--- src/inc/meter_status_pkg.sv ---
// constants for the peak voltage capture and primary event flag bank
// assumes a 32-bit apb slave; printed offsets are word indices
package meter_status_pkg;
   localparam int unsigned   ADDR_W       = 16;
   localparam logic [11:0]   PEAK_IDX     = 12'h401;
   localparam logic [11:0]   EVENT_IDX    = 12'h402;
   localparam logic [11:0]   CFG3_IDX     = 12'h410;
   localparam logic [11:0]   WAVEFORM_BUFFER_CONFIG_IDX  = 12'h411;
   localparam logic [15:0]   PEAK_ADDR    = {2'b00, PEAK_IDX, 2'b00};
   localparam logic [15:0]   EVENT_ADDR   = {2'b00, EVENT_IDX, 2'b00};
   localparam logic [15:0]   CFG3_ADDR    = {2'b00, CFG3_IDX, 2'b00};
   localparam logic [15:0]   WAVEFORM_BUFFER_CONFIG_ADDR = {2'b00, WAVEFORM_BUFFER_CONFIG_IDX, 2'b00};

   localparam int unsigned   PHASES       = 3;
   localparam int unsigned   SAMPLE_W     = 32;
   localparam int unsigned   MAG_W        = 24;
   localparam int unsigned   MAG_LSB      = 0;
   localparam int unsigned   TAG_LSB      = 24;
   localparam int unsigned   PEAK_SHIFT   = 5;

   localparam int unsigned   PSEL_LSB     = 2;
   localparam int unsigned   PSEL_W       = 3;
   localparam logic [2:0]    PSEL_RST     = 3'h7;
   localparam int unsigned   CAP_SEL_BIT  = 0;
   localparam logic          CAP_SEL_RST  = 1'b0;
   localparam int unsigned   PAGES        = 16;
   localparam int unsigned   PMASK_LSB    = 16;
   localparam logic [15:0]   PMASK_RST    = 16'h0000;

   localparam int unsigned   TEMP_BIT     = 25;
   localparam int unsigned   MISM_BIT     = 24;
   localparam int unsigned   FULL_BIT     = 23;
   localparam int unsigned   TRIG_BIT     = 22;
   localparam int unsigned   THD_BIT      = 21;
   localparam int unsigned   RMS1012_BIT  = 20;
   localparam int unsigned   RMSHALF_BIT  = 19;
   localparam int unsigned   PWR_BIT      = 18;
   localparam int unsigned   PAGE_BIT     = 17;
   localparam int unsigned   STOP_BIT     = 16;
   localparam int unsigned   DRDY_BIT     = 15;
   localparam int unsigned   CF1_BIT      = 11;
   localparam int unsigned   CF_N         = 4;
   localparam logic [31:0]   EVENT_MASK   = 32'h03ff_f800;
   localparam logic [31:0]   EVENT_RST    = 32'h0000_0000;
   localparam logic [23:0]   PEAK_RST     = 24'h00_0000;
endpackage

--- src/inc/peak_if.sv ---
// carries channel enables down to the peak tracker and its result back up
// assumes both ends run on the bank clock
`timescale 1ns/1ps
`default_nettype none
interface peak_if;
   logic [2:0]  channel_en;
   logic [23:0] magnitude;
   logic [2:0]  tag;
   modport tracker (input channel_en, output magnitude, output tag);
   modport bank    (output channel_en, input magnitude, input tag);
endinterface
`default_nettype wire

--- src/hw/meter_event_bank.sv ---
// apb register bank: peak voltage capture and sticky primary event flags
// assumes event inputs are synchronous to pclk; pulses last one cycle
// Overview of operation
// peak register holds largest unsigned voltage magnitude
// magnitude is the sample shifted right five
// bits 26:24 tag phases producing the peak
// only selected channels join peak detection
// bit 25 sets on new temperature result
// bit 24 sets when current sum comparison flips
// bit 23 sets on resampled buffer full while cap_sel is clear
// bit 22 sets on enabled trigger event
// bit 21 sets on distortion/pf refresh
// bit 20 sets on multicycle rms update
// bit 19 sets on half-cycle rms update
// bit 18 sets on power accumulation update
// bit 17 sets on enabled page fill while cap_sel is clear
// bit 16 sets when buffer stops after trigger while cap_sel is clear
// bit 15 sets on new waveform samples
// bits 14:11 set on energy pulse falling
// flags reset zero, sticky, write one clears
// reserved bits read zero, ignore writes
//
// The APB interface to the registers was chosen for this implementation.
`timescale 1ns/1ps
`default_nettype none
module meter_event_bank
   import meter_status_pkg::*;
(
   input  wire logic                            pclk,
   input  wire logic                            presetn,
   input  wire logic [ADDR_W-1:0]               paddr,
   input  wire logic                            psel,
   input  wire logic                            penable,
   input  wire logic                            pwrite,
   input  wire logic [31:0]                     pwdata,
   output logic [31:0]                          prdata,
   output logic                                 pready,
   output logic                                 pslverr,
   input  wire logic                            sample_valid,
   input  wire logic [PHASES-1:0][SAMPLE_W-1:0] phase_voltage_sample,
   input  wire logic                            temp_result_pulse,
   input  wire logic                            current_sum_above,
   input  wire logic                            resampled_full_pulse,
   input  wire logic                            trigger_event_pulse,
   input  wire logic                            distortion_pf_pulse,
   input  wire logic                            multicycle_rms_pulse,
   input  wire logic                            halfcycle_rms_pulse,
   input  wire logic                            power_accum_pulse,
   input  wire logic [PAGES-1:0]                page_fill_pulse,
   input  wire logic                            buffer_stop_pulse,
   input  wire logic                            new_samples_pulse,
   input  wire logic [CF_N-1:0]                 energy_pulse_out
);
   typedef struct packed {
      logic [31:0]      flags;
      logic [PSEL_W-1:0] peak_sel;
      logic             cap_sel;
      logic [PAGES-1:0] page_mask;
      logic             cmp_prev;
      logic             cmp_seen;
      logic [CF_N-1:0]  cf_prev;
      logic [31:0]      rdata;
      logic             ready;
      logic             slverr;
   } bank_state_t;

   bank_state_t       st_r;
   bank_state_t       st_nxt;
   logic [31:0]       ev;
   logic [31:0]       clear;
   logic [CF_N-1:0]   cf_fall;
   logic              setup;
   logic              wr_hit;
   peak_if            pk ();

   peak_tracker u_peak (
      .pclk                 (pclk),
      .presetn              (presetn),
      .sample_valid         (sample_valid),
      .phase_voltage_sample (phase_voltage_sample),
      .pk                   (pk)
   );

   assign pk.channel_en = st_r.peak_sel;

   genvar g;
   generate
      for (g = 0; g < CF_N; g++) begin : g_cf
         assign cf_fall[g] = st_r.cf_prev[g] & ~energy_pulse_out[g];
      end
   endgenerate

   assign setup  = psel && !penable && !st_r.ready;
   // writes land at the completing access edge only
   assign wr_hit = psel && penable && st_r.ready && pwrite;
   assign clear  = (wr_hit && paddr == EVENT_ADDR) ? (pwdata & EVENT_MASK) : 32'h0;

   always_comb begin
      ev                = 32'h0;
      ev[TEMP_BIT]      = temp_result_pulse;
      // first sample after reset only primes the comparison history
      ev[MISM_BIT]      = st_r.cmp_seen && (current_sum_above != st_r.cmp_prev);
      ev[FULL_BIT]      = resampled_full_pulse && !st_r.cap_sel;
      ev[TRIG_BIT]      = trigger_event_pulse;
      ev[THD_BIT]       = distortion_pf_pulse;
      ev[RMS1012_BIT]   = multicycle_rms_pulse;
      ev[RMSHALF_BIT]   = halfcycle_rms_pulse;
      ev[PWR_BIT]       = power_accum_pulse;
      ev[PAGE_BIT]      = !st_r.cap_sel && |(page_fill_pulse & st_r.page_mask);
      ev[STOP_BIT]      = !st_r.cap_sel && buffer_stop_pulse;
      ev[DRDY_BIT]      = new_samples_pulse;
      ev[CF1_BIT +: CF_N] = cf_fall;
   end

   always_comb begin
      st_nxt          = st_r;
      st_nxt.cmp_prev = current_sum_above;
      st_nxt.cmp_seen = 1'b1;
      st_nxt.cf_prev  = energy_pulse_out;
      // set wins over a same-cycle clear
      st_nxt.flags    = ((st_r.flags & ~clear) | ev) & EVENT_MASK;
      if (wr_hit && paddr == CFG3_ADDR) begin
         st_nxt.peak_sel = pwdata[PSEL_LSB +: PSEL_W];
      end
      if (wr_hit && paddr == WAVEFORM_BUFFER_CONFIG_ADDR) begin
         st_nxt.cap_sel   = pwdata[CAP_SEL_BIT];
         st_nxt.page_mask = pwdata[PMASK_LSB +: PAGES];
      end
      if (setup) begin
         st_nxt.ready  = 1'b1;
         st_nxt.slverr = 1'b0;
         st_nxt.rdata  = 32'h0;
         unique case (paddr)
            PEAK_ADDR: begin
               st_nxt.rdata[MAG_LSB +: MAG_W] = pk.magnitude;
               st_nxt.rdata[TAG_LSB +: 3]     = pk.tag;
            end
            EVENT_ADDR: begin
               st_nxt.rdata = st_r.flags & EVENT_MASK;
            end
            CFG3_ADDR: begin
               st_nxt.rdata[PSEL_LSB +: PSEL_W] = st_r.peak_sel;
            end
            WAVEFORM_BUFFER_CONFIG_ADDR: begin
               st_nxt.rdata[CAP_SEL_BIT]        = st_r.cap_sel;
               st_nxt.rdata[PMASK_LSB +: PAGES] = st_r.page_mask;
            end
            default: begin
               st_nxt.slverr = 1'b1;
            end
         endcase
      end else if (st_r.ready) begin
         st_nxt.ready  = 1'b0;
         st_nxt.slverr = 1'b0;
      end
   end

   always_ff @(posedge pclk or negedge presetn) begin
      if (!presetn) begin
         st_r <= '{flags: EVENT_RST, peak_sel: PSEL_RST, cap_sel: CAP_SEL_RST,
                   page_mask: PMASK_RST, cmp_prev: 1'b0, cmp_seen: 1'b0,
                   cf_prev: 4'h0, rdata: 32'h0, ready: 1'b0, slverr: 1'b0};
      end else begin
         st_r <= st_nxt;
      end
   end

   assign prdata  = st_r.rdata;
   assign pready  = st_r.ready;
   assign pslverr = st_r.slverr;
endmodule
`default_nettype wire

--- src/hw/peak_tracker.sv ---
// tracks the largest voltage magnitude over enabled phases with a phase tag
// assumes samples are two's complement and sample_valid is a one-cycle strobe
`timescale 1ns/1ps
`default_nettype none
module peak_tracker
   import meter_status_pkg::*;
(
   input  wire logic                          pclk,
   input  wire logic                          presetn,
   input  wire logic                          sample_valid,
   input  wire logic [PHASES-1:0][SAMPLE_W-1:0] phase_voltage_sample,
   peak_if.tracker                            pk
);
   typedef struct packed {
      logic [MAG_W-1:0] mag;
      logic [2:0]       tag;
   } peak_state_t;

   peak_state_t            st_r;
   peak_state_t            st_nxt;
   logic [PHASES-1:0][MAG_W-1:0] mag;
   logic [MAG_W-1:0]       best;
   logic [2:0]             best_tag;

   genvar g;
   generate
      for (g = 0; g < PHASES; g++) begin : g_mag
         logic [SAMPLE_W-1:0] absval;
         logic [SAMPLE_W-1:0] shifted;
         assign absval  = phase_voltage_sample[g][SAMPLE_W-1] ?
                          (~phase_voltage_sample[g] + 32'h1) : phase_voltage_sample[g];
         assign shifted = absval >> PEAK_SHIFT;
         // saturate rather than wrap if the shifted value overflows 24 bits
         assign mag[g]  = (|shifted[SAMPLE_W-1:MAG_W]) ? {MAG_W{1'b1}} : shifted[MAG_W-1:0];
      end
   endgenerate

   always_comb begin
      st_nxt   = st_r;
      best     = '0;
      best_tag = '0;
      for (int i = 0; i < PHASES; i++) begin
         if (pk.channel_en[i] && mag[i] > best) begin
            best = mag[i];
         end
      end
      for (int i = 0; i < PHASES; i++) begin
         best_tag[i] = pk.channel_en[i] && (mag[i] == best);
      end
      if (sample_valid && |pk.channel_en) begin
         if (best > st_r.mag) begin
            st_nxt.mag = best;
            st_nxt.tag = best_tag;
         end else if (best == st_r.mag && best != '0) begin
            st_nxt.tag = st_r.tag | best_tag;
         end
      end
   end

   always_ff @(posedge pclk or negedge presetn) begin
      if (!presetn) begin
         st_r <= '{mag: PEAK_RST, tag: 3'h0};
      end else begin
         st_r <= st_nxt;
      end
   end

   assign pk.magnitude = st_r.mag;
   assign pk.tag       = st_r.tag;
endmodule
`default_nettype wire

--- config.mk ---
export PLATFORM = sky130hd
export DESIGN_NAME = meter_event_bank
export DESIGN_NICKNAME = d
export VERILOG_FILES = /design/src/inc/meter_status_pkg.sv /design/src/inc/peak_if.sv /design/src/hw/meter_event_bank.sv /design/src/hw/peak_tracker.sv
export SDC_FILE = /design/constraint.sdc
export NUM_CORES = 1
export LEC_CHECK = 0
export ABC_AREA = 1
export ABC_CLOCK_PERIOD_IN_PS = 7800
export BUFFER_PORTS_ARGS = -buffer_cell sky130_fd_sc_hd__buf_2
export CAP_MARGIN = 20
export CORE_ASPECT_RATIO = 2
export CORE_MARGIN = 5
export CORE_UTILIZATION = 45
export DETAILED_ROUTE_END_ITERATION = 8
export GPL_ROUTABILITY_DRIVEN = 1
export PLACE_DENSITY = 0.66
export SLEW_MARGIN = 20
export SYNTH_ARGS = -nofsm -noshare
export SYNTH_HDL_FRONTEND = slang
export SYNTH_HIERARCHICAL = 1
export SYNTH_SLANG_ARGS = --single-unit
--- constraint.sdc ---
create_clock -name pclk -period 7.8 [get_ports pclk]
set_input_delay 0.39 -clock pclk [delete_from_list [all_inputs] [get_ports pclk]]
set_output_delay 0.39 -clock pclk [all_outputs]
set_load 0.05 [all_outputs]
==> impl_metrics.ini <==
[final_layout]
design_area_um2 = 15000
syn_to_final_growth_pct = 23.2
drive_above_1_share_pct = 23.6
num_antenna_cells = 0
fillCellCount = 2815
fin_nets = 2594
layout.cells.non_filler = 2695

[power]
p_int_mw = 0.936
p_seq_share_pct = 39.2
power_frac_clock_pct = 36.4
p_sw_mw = 0.421
pwr-share-comb_pct = 24.4
power_density_nw_per_um2 = 90.2
p_total_mw = 1.36
switching_share_pct = 31.0
leakagePower_nw = 8.35
ir_worst_vdd_v = 0.000106

[global_routing]
grt_first_pass_wirelength_um = 69400
track_usage_pct = 28.3
antenna_found_initial = 0
grt_pass1_vias = 13700
grt_overflow = 0
grt_max_degree = 59

[synthesis]
synthMuxAreaShare_pct = 0
synth_top_area_share_pct = 21.2
syn-instance-count = 2030
synth_nets = 2282
ys_warn_count = 6
synth_compound_area_share_pct = 7.32
synth_area_per_cell_um2 = 6.01
synth.most_common_cell = nand2_1
synth_seq_cells = 102
synth_adder_area_share_pct = 7.38
postSynth.asyncResetShare_pct = 100
synth_edf_count = 0
ys.flop_type = dfrtp_1
synth_top_cell_by_area = nand2_1
synth.distinct_cells = 54
synth-seq-area-share_pct = 20.9
synth_top_family_by_area = simple AND/OR/NAND/NOR gates
synth_xor_area_share_pct = 3.59
synth_area_leaders = nand2_1 21%, dfrtp_1 20%, nand3_1 10%
yosys.area_share.simple_pct = 48.3
syn-cell-area_um2 = 12200
synthTopCellsByCount = 689 x nand2_1, 245 x nand3_1, 238 x inv_1

[sta]
setup_viol = 0
fmax_mhz = 135
post-route-min-period_ns = 7.40
finalMaxSlewViolations = 0
worst_pin_slew_ns = 0.877
slew_headroom_pct = 41.4
whs_ns = 0.0114
skew_ns = 0.00949
hold_viol = 0
finalCritPeriodShare_pct = 94.9

[floorplanning]
initial_utilization_pct = 45.4
floorplan.rows = 85
core_area_um2 = 26900
die_width_um = 126
dieArea_um2 = 30700
die_h_um = 243
ioPinCount = 214

[cts]
hold_buffers = 0
cts_buffers = 9
cts_tree = yes
h-tree-depth = 3
cts_root_buffer = clkbuf_16
cts_buffer_depth = 2
clock_sinks = 102
clock_latency_ns = 0.37
clkTransAtPathRegs_ns = 0.07

[detailed_routing]
wl_per_cell_um = 16.8
drt_iter0_markers = 805
ant_nets = 0
detailroute.via_count = 14100
dr.pass1.iters = 5
drc_errors = 0
wirelength_um = 45300
viasPerCell = 5.22

[setup_path]
r2r_slack_ns = 1.09
critPathKind = in2reg
arrival_ns = 7.65
cpMaxStageDelayCell = ha_1
cp_data_required_time_ns = 8.05
crit_start = phase_voltage_sample[5]
startpoint_type = input pin
end_kind = flip-flop
r2r_cells = 44
r2r-start = pk.channel_en[0]
timing.rr.end = u_peak/pk.magnitude[7]
crit_top_cell = nand2_1
critical_path.max_stage_delay_ns = 0.32
crit_path_max_fanout = 19

[outcome]
status = completed

[placement]
placed_area_um2 = 14500
port_buffers = 206
gp_congestion = 0.982
dp_cells = 2669
hpwlAfterDp_um = 38000

[run]
maxCapViolCount = 0

[min_path]
hp-class = in2async
==> state kept, by name (all words and copies together), names as in the netlist <==
register	cells
st_r	38
prdata	32
u_peak/pk.magnitude	24
pk.channel_en	3
u_peak/pk.tag	3
pready	1
pslverr	1
==> worst max-delay path: cells and delay by family <==
kind | cells | cell delay, ns
buffers and inverters | 15 | 1.88
adders and majority gates | 3 | 0.83
AOI/OAI and AO/OA | 7 | 0.91
and+or+nand+nor | 31 | 3.58
==> cell families (layout without fill, tap and decap cells) <==
logic type               Yosys count  count (layout)
AO/OA/AOI/OAI                    161             161
XOR/XNOR                          50              50
adder cells (fa/ha/maj)           72              72
buffers and inverters            343             658
flip-flops                       102             102
other                              1               1
AND/OR/NAND/NOR                 1301            1303
==> how the worst max path moves through the flow <==
stage / depth (start not counted) / end
after detailed placement: 53 / u_peak/pk.tag[2]
after floorplan: 47 / u_peak/pk.magnitude[10]
after global routing: 56 / u_peak/pk.tag[2]
after global placement: 49 / u_peak/pk.tag[1]
after CTS: 53 / u_peak/pk.tag[2]
final: 56 / u_peak/pk.tag[2]
==> metal layers <==
| layer | up-vias | GRT usage (%) | part of all wire (%) |
|---|---|---|---|
| met5 | - | 0 | 0 |
| met4 | 0 | 18.9 | 8.0 |
| met3 | 133 | 2.05 | 4.0 |
| met2 | 455 | 55.7 | 54 |
| met1 | 6414 | 27.1 | 33 |
| li1 | 7077 | - | - |
==> stage by stage <==
stage / utilization (%) / TNS (ns) / setup slack, ns
floorplan: - / 0 / 0.299
global placement: 54.0 / 0 / 0.172
detailed placement: 54.0 / -0.00717 / -0.00717
CTS: 55.2 / 0 / 0.374
global route: 55.9 / -0.0274 / -0.0223
finish: 55.9 / 0 / 0.397
==> cell usage in the layout, fill, tap and decap left out, types with 8 or more instances in the layout <==
cell type,instances
nand2_1,687
nand3_1,245
inv_1,237
buf_2,205
buf_4,175
nor2_1,164
dfrtp_1,99
ha_1,72
o21ai_0,66
nand2_2,59
xor2_1,45
a21oi_1,41
nand4_1,38
o21ai_1,23
nor2_2,21
nand3b_1,20
nor2_4,18
nand3_2,13
nor3_1,11
clkbuf_16,10
inv_2,9
buf_12,8
==> power groups by stage <==
stage                     registers [mW]  logic, mW  clock network [mW]
after floorplan                    0.546      0.180                   0
after global placement             0.543      0.322                   0
after detailed placement           0.543      0.326                   0
after CTS                          0.533      0.327               0.499
after global routing               0.533      0.366               0.520
final                              0.533      0.331               0.494
==> final cells by class <==
cell class / instances / area (µm²) / area share [%]
Inverter: 248 / 935 / 6.21
Sequential cell: 102 / 2560 / 17.0
Clock inverter: 5 / 81.3 / 0.541
Multi-Input combinational cell: 1587 / 8220 / 54.6
Clock buffer: 11 / 243 / 1.61
Tap cell: 348 / 435 / 2.89
Timing Repair Buffer: 394 / 2570 / 17.1
==> repair_timing <==
action	4_1_cts	5_1_grt
endpoints found under the setup margin	0	27
buffers inserted	0	7
resized for setup	0	27
Power figures use the tool's default switching activity.
